[config.mk]
export PLATFORM = sky130hd
export DESIGN_NAME = rap_timing
export DESIGN_NICKNAME = d
export VERILOG_FILES = /design/src/rtl/rap_pkg.sv /design/src/rtl/rap_bank_timer.sv /design/src/rtl/rap_timing.sv
export SDC_FILE = /design/constraint.sdc
export NUM_CORES = 1
export LEC_CHECK = 0
export BUFFER_PORTS_ARGS = -buffer_cell sky130_fd_sc_hd__buf_4
export CORE_MARGIN = 4
export CORE_UTILIZATION = 40
export CTS_BUF_LIST = sky130_fd_sc_hd__clkbuf_8
export DETAILED_ROUTE_END_ITERATION = 16
export SYNTH_ARGS = -nofsm -noshare
export SYNTH_HDL_FRONTEND = slang
export SYNTH_SLANG_ARGS = --single-unit
[constraint.sdc]
create_clock -name core_clk -period 2.7 [get_ports core_clk]
set_clock_uncertainty 0.1 [all_clocks]
set_input_delay 0.27 -clock core_clk [delete_from_list [all_inputs] [get_ports core_clk]]
set_output_delay 0.27 -clock core_clk [all_outputs]
set_load 0.02 [all_outputs]
[src/rtl/rap_pkg.sv]
// rap_pkg: constants and types for the read auto precharge timing block.
// assumes a 200 MHz core clock standing in for CK, eight banks.
package rap_pkg;
  localparam int NUM_BANKS = 8;
  localparam int BANK_W = 3;
  localparam int CNT_W = 8;
  localparam int CLK_PERIOD_PS = 5000;
  // row active, read to precharge and precharge period minimums in ps, least times round up
  localparam int TRAS_MIN_PS = 40000;
  localparam int TRTP_MIN_PS = 7500;
  localparam int TRP_MIN_PS = 12500;
  localparam logic [CNT_W-1:0] TRAS_CYC = CNT_W'((TRAS_MIN_PS + CLK_PERIOD_PS - 1) / CLK_PERIOD_PS);
  localparam logic [CNT_W-1:0] TRTP_CYC = CNT_W'((TRTP_MIN_PS + CLK_PERIOD_PS - 1) / CLK_PERIOD_PS);
  localparam logic [CNT_W-1:0] TRP_CYC = CNT_W'((TRP_MIN_PS + CLK_PERIOD_PS - 1) / CLK_PERIOD_PS);
  // least gap from last prefetch edge to internal precharge
  localparam logic [CNT_W-1:0] PREFETCH_GAP_CYC = 8'h02;
  // offset of the last 4-bit prefetch after the posted read for burst of eight
  localparam logic [CNT_W-1:0] BL8_PREFETCH_OFS = 8'h02;
  localparam logic [CNT_W-1:0] CNT_RESET = 8'h00;
  localparam logic [2:0] AL_RESET = 3'h0;
  localparam logic [2:0] CL_RESET = 3'h3;
  typedef enum logic [1:0] {RAP_IDLE, RAP_WAIT, RAP_PRE} rap_state_e;
endpackage : rap_pkg

[src/rtl/rap_bank_timer.sv]
// rap_bank_timer: per-bank row active, read to precharge and pending
// auto precharge tracking for one bank.
// assumes command strobes are one-cycle pulses on core_clk.
`timescale 1ns/1ps
`default_nettype none
module rap_bank_timer (
  input wire logic core_clk,
  input wire logic srst,
  input wire logic act_hit,
  input wire logic rd_hit,
  input wire logic rd_ap,
  input wire logic [rap_pkg::CNT_W-1:0] sched_cyc,
  input wire logic [rap_pkg::CNT_W-1:0] prefetch_cyc,
  output logic pre_start,
  output logic pre_busy,
  output logic row_open
);
  rap_pkg::rap_state_e state_r;
  logic [rap_pkg::CNT_W-1:0] ras_cnt_r;
  logic [rap_pkg::CNT_W-1:0] rtp_cnt_r;
  logic [rap_pkg::CNT_W-1:0] sched_cnt_r;
  logic [rap_pkg::CNT_W-1:0] rp_cnt_r;
  logic row_open_r;
  wire ras_ok = (ras_cnt_r == rap_pkg::CNT_RESET);
  wire rtp_ok = (rtp_cnt_r == rap_pkg::CNT_RESET);
  wire sched_ok = (sched_cnt_r == rap_pkg::CNT_RESET);
  // start only once scheduled edge, tRAS and tRTP all passed
  wire fire = (state_r == rap_pkg::RAP_WAIT) && sched_ok && ras_ok && rtp_ok;
  wire rtp_load = rd_hit;
  // rtp counts from the last prefetch edge plus its own minimum, floor two clocks
  wire [rap_pkg::CNT_W-1:0] rtp_min = (rap_pkg::TRTP_CYC > rap_pkg::PREFETCH_GAP_CYC) ?
                                     rap_pkg::TRTP_CYC : rap_pkg::PREFETCH_GAP_CYC;
  // loaded one short, like the other timers, so zero marks the edge where the minimum is met
  wire [rap_pkg::CNT_W-1:0] rtp_load_val = rap_pkg::CNT_W'(prefetch_cyc + rtp_min - 8'h01);
  assign pre_start = fire;
  assign pre_busy = (state_r == rap_pkg::RAP_PRE);
  assign row_open = row_open_r;

  ////////////////////////////////////////////////////////////////
  always_ff @(posedge core_clk) begin
    if (srst) begin
      ras_cnt_r <= rap_pkg::CNT_RESET;
    end else if (act_hit) begin
      ras_cnt_r <= rap_pkg::CNT_W'(rap_pkg::TRAS_CYC - 8'h01);
    end else if (!ras_ok) begin
      ras_cnt_r <= rap_pkg::CNT_W'(ras_cnt_r - 8'h01);
    end
  end

  always_ff @(posedge core_clk) begin
    if (srst) begin
      rtp_cnt_r <= rap_pkg::CNT_RESET;
    end else if (rtp_load) begin
      rtp_cnt_r <= rtp_load_val;
    end else if (!rtp_ok) begin
      rtp_cnt_r <= rap_pkg::CNT_W'(rtp_cnt_r - 8'h01);
    end
  end

  always_ff @(posedge core_clk) begin
    if (srst) begin
      sched_cnt_r <= rap_pkg::CNT_RESET;
    end else if (rd_hit && rd_ap) begin
      sched_cnt_r <= sched_cyc;
    end else if (!sched_ok) begin
      sched_cnt_r <= rap_pkg::CNT_W'(sched_cnt_r - 8'h01);
    end
  end

  ////////////////////////////////////////////////////////////////
  // tRP begins at the cycle the precharge actually fires, not a later edge
  always_ff @(posedge core_clk) begin
    if (srst) begin
      state_r <= rap_pkg::RAP_IDLE;
      rp_cnt_r <= rap_pkg::CNT_RESET;
      row_open_r <= 1'b0;
    end else begin
      case (state_r)
        rap_pkg::RAP_IDLE: begin
          if (act_hit) begin
            row_open_r <= 1'b1;
          end
          if (rd_hit && rd_ap) begin
            state_r <= rap_pkg::RAP_WAIT;
          end
        end
        rap_pkg::RAP_WAIT: begin
          if (fire) begin
            state_r <= rap_pkg::RAP_PRE;
            rp_cnt_r <= rap_pkg::CNT_W'(rap_pkg::TRP_CYC - 8'h01);
            row_open_r <= 1'b0;
          end
        end
        rap_pkg::RAP_PRE: begin
          if (rp_cnt_r == rap_pkg::CNT_RESET) begin
            state_r <= rap_pkg::RAP_IDLE;
          end else begin
            rp_cnt_r <= rap_pkg::CNT_W'(rp_cnt_r - 8'h01);
          end
        end
        default: state_r <= rap_pkg::RAP_IDLE;
      endcase
    end
  end

  ////////////////////////////////////////////////////////////////
  a_fire_after_ras: assert property (@(posedge core_clk) disable iff (srst)
    pre_start |-> ras_ok && rtp_ok) else $error("precharge before row minimum");
  a_rp_len: assert property (@(posedge core_clk) disable iff (srst)
    pre_start |=> pre_busy [*2]) else $error("precharge period cut short");
endmodule : rap_bank_timer
`default_nettype wire

[src/rtl/rap_timing.sv]
// rap_timing: read with auto precharge timing for all banks.
// assumes the command decoder presents one decoded command per cycle,
// and the mode registers present al and cl codes and the burst length.
//
// Behaviour
// - read with address bit ten high closes its row after the burst
// - internal precharge starts al plus half burst cycles after the read
// - postpone precharge until row active and read to precharge minimums pass
// - precharge period starts at the actual internal precharge instant
// - precharge never earlier than two clocks after last prefetch edge
// - auto precharge read on one bank while other banks keep working
// - sixteen-bit part: lower strobe with lower byte, upper with upper
// - read latency equals additive latency plus cas latency
// - read to precharge counted from last prefetch edge
`timescale 1ns/1ps
`default_nettype none
module rap_timing (
  input wire logic core_clk,
  input wire logic srst,
  input wire logic cmd_act,
  input wire logic cmd_read,
  input wire logic [rap_pkg::BANK_W-1:0] cmd_bank,
  input wire logic addr_a10,
  input wire logic [2:0] mode_al,
  input wire logic [2:0] mode_cl,
  input wire logic burst8,
  input wire logic rd_lane_lo,
  input wire logic rd_lane_hi,
  output logic [rap_pkg::NUM_BANKS-1:0] bank_pre_start,
  output logic [rap_pkg::NUM_BANKS-1:0] bank_pre_busy,
  output logic [rap_pkg::NUM_BANKS-1:0] bank_row_open,
  output logic [rap_pkg::CNT_W-1:0] read_latency,
  output logic ldqs_en,
  output logic udqs_en
);
  logic [rap_pkg::CNT_W-1:0] rl_r;
  logic ldqs_r;
  logic udqs_r;
  wire [rap_pkg::CNT_W-1:0] al_ext = {5'h00, mode_al};
  wire [rap_pkg::CNT_W-1:0] half_bl = burst8 ? 8'h04 : 8'h02;
  // scheduled edge is al plus bl/2 after the command; counter hits zero there
  wire [rap_pkg::CNT_W-1:0] sched_cyc = rap_pkg::CNT_W'(al_ext + half_bl - 8'h01);
  // last prefetch starts al (bl4) or al plus two (bl8) after the command
  wire [rap_pkg::CNT_W-1:0] prefetch_cyc = burst8 ? rap_pkg::CNT_W'(al_ext + rap_pkg::BL8_PREFETCH_OFS)
                                                  : al_ext;
  wire [rap_pkg::CNT_W-1:0] rl_nxt = rap_pkg::CNT_W'(al_ext + {5'h00, mode_cl});

  // each bank timer runs alone, so other banks keep taking commands
  genvar b;
  generate
    for (b = 0; b < rap_pkg::NUM_BANKS; b++) begin : g_bank
      wire hit = (cmd_bank == rap_pkg::BANK_W'(b));
      rap_bank_timer u_bank (
        .core_clk(core_clk),
        .srst(srst),
        .act_hit(cmd_act && hit),
        .rd_hit(cmd_read && hit),
        .rd_ap(addr_a10),
        .sched_cyc(sched_cyc),
        .prefetch_cyc(prefetch_cyc),
        .pre_start(bank_pre_start[b]),
        .pre_busy(bank_pre_busy[b]),
        .row_open(bank_row_open[b])
      );
    end
  endgenerate

  ////////////////////////////////////////////////////////////////
  always_ff @(posedge core_clk) begin
    if (srst) begin
      rl_r <= rap_pkg::CNT_W'(rap_pkg::AL_RESET) + rap_pkg::CNT_W'(rap_pkg::CL_RESET);
      ldqs_r <= 1'b0;
      udqs_r <= 1'b0;
    end else begin
      rl_r <= rl_nxt;
      ldqs_r <= rd_lane_lo;
      udqs_r <= rd_lane_hi;
    end
  end
  assign read_latency = rl_r;
  assign ldqs_en = ldqs_r;
  assign udqs_en = udqs_r;

  ////////////////////////////////////////////////////////////////
  a_rl_sum: assert property (@(posedge core_clk) disable iff (srst)
    ##1 read_latency == rap_pkg::CNT_W'($past(mode_al) + $past(mode_cl))) else $error("latency mismatch");
  a_lane_lo: assert property (@(posedge core_clk) disable iff (srst)
    rd_lane_lo |=> ldqs_en) else $error("lower strobe not following lower byte");
  a_lane_hi: assert property (@(posedge core_clk) disable iff (srst)
    rd_lane_hi |=> udqs_en) else $error("upper strobe not following upper byte");
  a_no_early_pre: assert property (@(posedge core_clk) disable iff (srst)
    (cmd_read && addr_a10 && !burst8 && mode_al == 3'h0 && cmd_bank == 3'h0) |=> !bank_pre_start[0])
    else $error("precharge too early");
  a_bl4_sched: assert property (@(posedge core_clk) disable iff (srst)
    (cmd_read && addr_a10 && cmd_bank == 3'h1 && !burst8 && mode_al == 3'h0) |-> ##1 !bank_pre_start[1])
    else $error("precharge before scheduled edge");
  a_ap_closes: assert property (@(posedge core_clk) disable iff (srst)
    bank_pre_start[2] |=> !bank_row_open[2] && bank_pre_busy[2]) else $error("row not closed");
  a_one_bank: assert property (@(posedge core_clk) disable iff (srst)
    bank_pre_start[3] |-> !bank_pre_busy[3]) else $error("double precharge");
  a_ras_wait: assert property (@(posedge core_clk) disable iff (srst)
    (cmd_act && cmd_bank == 3'h4) |=> !bank_pre_start[4] [*7]) else $error("row minimum not kept");
endmodule : rap_timing
`default_nettype wire

==> flow_summary.yaml <==
routing:
  drt_first_pass_iters: 6
  routed_wl_um: 34700
  antenna_left: 0
  route.detailed.wl_per_inst_um: 14.6
  detailroute.via_count: 12400
  drcViolationCount: 0
  viasPerCell: 5.21
  detailedRoute.firstIterationViolations: 745
sta:
  fin_tns_setup_ps: 0
  final_min_period_over_clock_period_pct: 98.3
  grt_setup_unrepaired: "yes"
  hold_viol_final: 0
  timing.final.crit_period_ps: 2650
  finalSetupViolations: 0
  timing.slew.headroom_pct: 27.5
  max_slew.worst_pin.slew_ps: 1080
  achievable-frequency_mhz: 377
  layout_setup_ws_ps: 47.0
  drv_slew: 0
cells_and_area:
  post_route_cells_drive_above_1_share_pct: 13.6
  area_overhead_vs_synth_pct: 16.7
  layout.nets: 1975
  n_antenna_cell: 0
  nFillCells: 3507
  final_core_utilization_pct: 47.2
worst_setup_path:
  path_buf_inv: 2
  worstSetupStartpointType: "flip-flop"
  critPathRequiredTime_ps: 2330
  worstPathCellList: "inv_4, ha_4, or3b_4, nor4b_4, and4bb_2, buf_6"
  worst_path_dominant_cell_family: "simple AND/OR/NAND/NOR gates"
  timing.critical_path.to_type: "output port"
  crit_path_max_fanout: 3
  crit_path_top_delay_cell: "sky130_fd_sc_hd__or3b_4"
  type_of_the_worst_setup_path: "flip-flop to output port"
  crit_path_max_incr_delay_ps: 390
  critPathArrivalTime_ps: 2280
pwr:
  ir_drop_mv: 0.514
  p_sw_uw: 7540
  post-layout-total-power_uw: 19500
  switching_share_pct: 38.6
  p_leak_uw: 0.00694
  pwr-share-clk_pct: 20.6
  power.density_nw_per_um2: 1140
  power_frac_seq_pct: 34.6
  share_of_total_power_in_combinational_logic_pct: 44.9
  power_report.internal_total_uw: 12000
yosys:
  postSynthRegisterBits: 286
  synth_edf_count: 0
  fraction_of_synthesized_cell_area_taken_by_the_top_area_cell_type_pct: 38.9
  ys_seq_area_share_pct: 38.9
  mappedNetlistArea_um2: 14700
  yosys.area_share.xor_xnor_pct: 9.87
  synth_compound_area_share_pct: 12.0
  synth.top_cells.by_area: "sky130_fd_sc_hd__dfxtp_1 39%, sky130_fd_sc_hd__nor2_1 6.7%, sky130_fd_sc_hd__ha_1 6.3%"
  synth_flop_cell: "sky130_fd_sc_hd__dfxtp_1"
  synth_top_family_by_area: "simple AND/OR/NAND/NOR gates"
  post_synth.cell_area_avg_um2: 8.23
  synth_largest_area_cell: "sky130_fd_sc_hd__dfxtp_1"
  syn_inst: 1789
  ys_async_sr_fraction_pct: 0
  synth.distinct_cells: 69
  synthSimpleGateAreaFrac_pct: 25.6
  count_of_warnings_emitted_by_yosys: 0
  synthAdderAreaFrac_pct: 6.56
  muxShareOfSynthArea_pct: 1.38
clock_network:
  clk_latency_ps: 600
  htree_num_levels: 2
  clk_pin_slew_ps: 60
  clock_path_buffers: 3
  clock_tree.root_cell: "sky130_fd_sc_hd__clkbuf_8"
  cts_tree: "built"
  total_cts_buffers: 52
  tritoncts_num_sinks: 286
placed_design:
  gp_routability_congestion: 0.824
  dpl_ws_ps: 242
  io_buffers: 46
  hpwl_dp_um: 22700
outcome:
  run_status: "finished clean"
floorplan:
  rows: 70
  initial_core_util_pct: 40.4
  chipWidth_um: 200
  floorplan.die_area_um2: 40000
  dieHeight_um: 200
  placeableCoreArea_um2: 36400
  design.portCount: 51
worst_hold_path:
  timing.hold.worst.class: "input pin to flip-flop"
run:
  max-cap-violations: 0
global_routing:
  global_route.overflow_total: 0
  antenna_violations_before_repair: 0
  global_route_wire_length_before_repair_um: 57500
  grt_pass1_vias: 11900
  gr-usage-all-layers_pct: 17.2
  grt_max_degree: 72
[power by group through the flow]
| stage | Combinational, µW | Clock [µW] | Sequential (µW) |
|---|---|---|---|
| 3_5_place_dp | 8110 | 0 | 6660 |
| 4_1_cts | 8460 | 4170 | 6650 |
| 5_1_grt | 10000 | 4340 | 6930 |
| 6_report | 8760 | 4010 | 6750 |
| 3_3_place_gp | 7950 | 0 | 6640 |
| 2_1_floorplan | 6610 | 0 | 6430 |
[flip-flops by register name, summed over array words and instances (netlist names)]
name                       count
udqs_en                        1
g_bank.u_bank.rp_cnt_r        64
ldqs_en                        1
g_bank.u_bank.sched_cnt_r     64
read_latency                   4
g_bank.u_bank.state_r         16
g_bank.u_bank.row_open         8
g_bank.u_bank.ras_cnt_r       64
g_bank.u_bank.rtp_cnt_r       64
[worst min-delay path, delay by kind of cell]
kind                       cells  cell delay, ps
and+or+nand+nor                1              40
buffers and inverters          2             220
adders and majority gates      1             170
[timing repair]
| action | 4_1_cts | 5_1_grt |
|---|---|---|
| setup endpoints to repair | 8 | 8 |
| pin swaps | 11 | 5 |
| setup buffers | 7 | 8 |
| gates resized for setup | 30 | 27 |
| hold buffers | 14 | 0 |
| endpoints found under the hold margin | 35 | 0 |
| gates cloned | 0 | 0 |
[worst paths after layout]
path / from / endpoint / slack (ps) / cells past startpoint
setup / recovery: g_bank[6].u_bank.rtp_cnt_r[0] / bank_pre_start[6] / 50 / 6
hold / removal: mode_al[1] / read_latency[1] / 60 / 4
setup reg to reg: g_bank[4].u_bank.sched_cnt_r[0] / g_bank[4].u_bank.row_open / 440 / 9
hold reg to reg: g_bank[5].u_bank.state_r[1] / g_bank[5].u_bank.state_r[0] / 360 / 1
[cell usage after synthesis (3+ instances only)]
library cell                  n
sky130_fd_sc_hd__xor2_1      85
sky130_fd_sc_hd__dfxtp_1    286
sky130_fd_sc_hd__inv_1      100
sky130_fd_sc_hd__a211oi_1    27
sky130_fd_sc_hd__or3_1       11
sky130_fd_sc_hd__o211ai_1     4
sky130_fd_sc_hd__nor3_1      91
sky130_fd_sc_hd__a31o_2       4
sky130_fd_sc_hd__nor4bb_1     3
sky130_fd_sc_hd__nand3b_1    16
sky130_fd_sc_hd__nor3b_1     15
sky130_fd_sc_hd__xnor2_1     81
sky130_fd_sc_hd__and2_1       3
sky130_fd_sc_hd__nand4b_1     9
sky130_fd_sc_hd__ha_1        74
sky130_fd_sc_hd__clkbuf_1    57
sky130_fd_sc_hd__or4_1       13
sky130_fd_sc_hd__a221oi_1     3
sky130_fd_sc_hd__nand2_1    131
sky130_fd_sc_hd__nor4_1      40
sky130_fd_sc_hd__buf_1        3
sky130_fd_sc_hd__nor4b_1     11
sky130_fd_sc_hd__and3_1      10
sky130_fd_sc_hd__a31oi_1     36
sky130_fd_sc_hd__buf_4       28
sky130_fd_sc_hd__mux2_2       6
sky130_fd_sc_hd__a2111oi_0    8
sky130_fd_sc_hd__o21a_1       7
sky130_fd_sc_hd__o31ai_1      8
sky130_fd_sc_hd__nor2_1     262
sky130_fd_sc_hd__nand3_1     76
sky130_fd_sc_hd__nor2b_1     24
sky130_fd_sc_hd__or3b_2       3
sky130_fd_sc_hd__o21ai_0     50
sky130_fd_sc_hd__o22ai_1     28
sky130_fd_sc_hd__a21oi_1     86
sky130_fd_sc_hd__nand2b_1    14
sky130_fd_sc_hd__or2_2       13
sky130_fd_sc_hd__nand4_1      7
sky130_fd_sc_hd__mux2i_1     12
sky130_fd_sc_hd__a21boi_0     8
[cell families (layout without fill, tap and decap cells)]
| kind of cell | Yosys count | count (layout) |
|---|---|---|
| compound gates | 286 | 286 |
| xor+xnor | 166 | 166 |
| fa+ha+maj | 76 | 76 |
| buf+inv | 191 | 314 |
| flops | 286 | 286 |
| mux | 19 | 19 |
| other cells | 1 | 4 |
| simple gates | 764 | 764 |
[per-layer routing]
layer	wire, µm	share of wire [%]	GRT usage, %	up-vias
met5	0	0	0	-
met4	926	2.7	5.43	0
met3	1420	4.1	3.49	76
met2	16000	46	28.6	183
met1	16300	47	22.7	5791
li1	-	-	-	6360
[layout make-up]
cell class / count / area (µm²) / area share, %
Clock inverter: 22 / 113 / 0.655
Inverter: 100 / 378 / 2.20
Sequential cell: 286 / 5730 / 33.4
Clock buffer: 65 / 895 / 5.21
Timing Repair Buffer: 127 / 1020 / 5.96
Tap cell: 468 / 586 / 3.41
Multi-Input combinational cell: 1315 / 8460 / 49.2
[per-stage QoR]
step | hold slack, ps | cells | area (µm²)
floorplan | 298 | 1792 | 14700
detailed placement | 352 | 2267 | 15600
CTS | 2.46 | 2375 | 17000
finish | 58.6 | 2383 | 17200
global placement | 339 | 2267 | 15600
global route | 79.4 | 2383 | 17200
[placed cells by master (no fill, tap or decap), drive strengths merged, types with 50 or more instances in the layout]
| cell | count |
|---|---|
| ha | 74 |
| xor2 | 85 |
| buf | 113 |
| nand3 | 76 |
| a21oi | 86 |
| xnor2 | 81 |
| nor2 | 263 |
| dfxtp | 286 |
| nor3 | 91 |
| clkbuf | 65 |
| nand2 | 131 |
| o21ai | 50 |
| inv | 118 |
(Power assumes the default switching activity.)
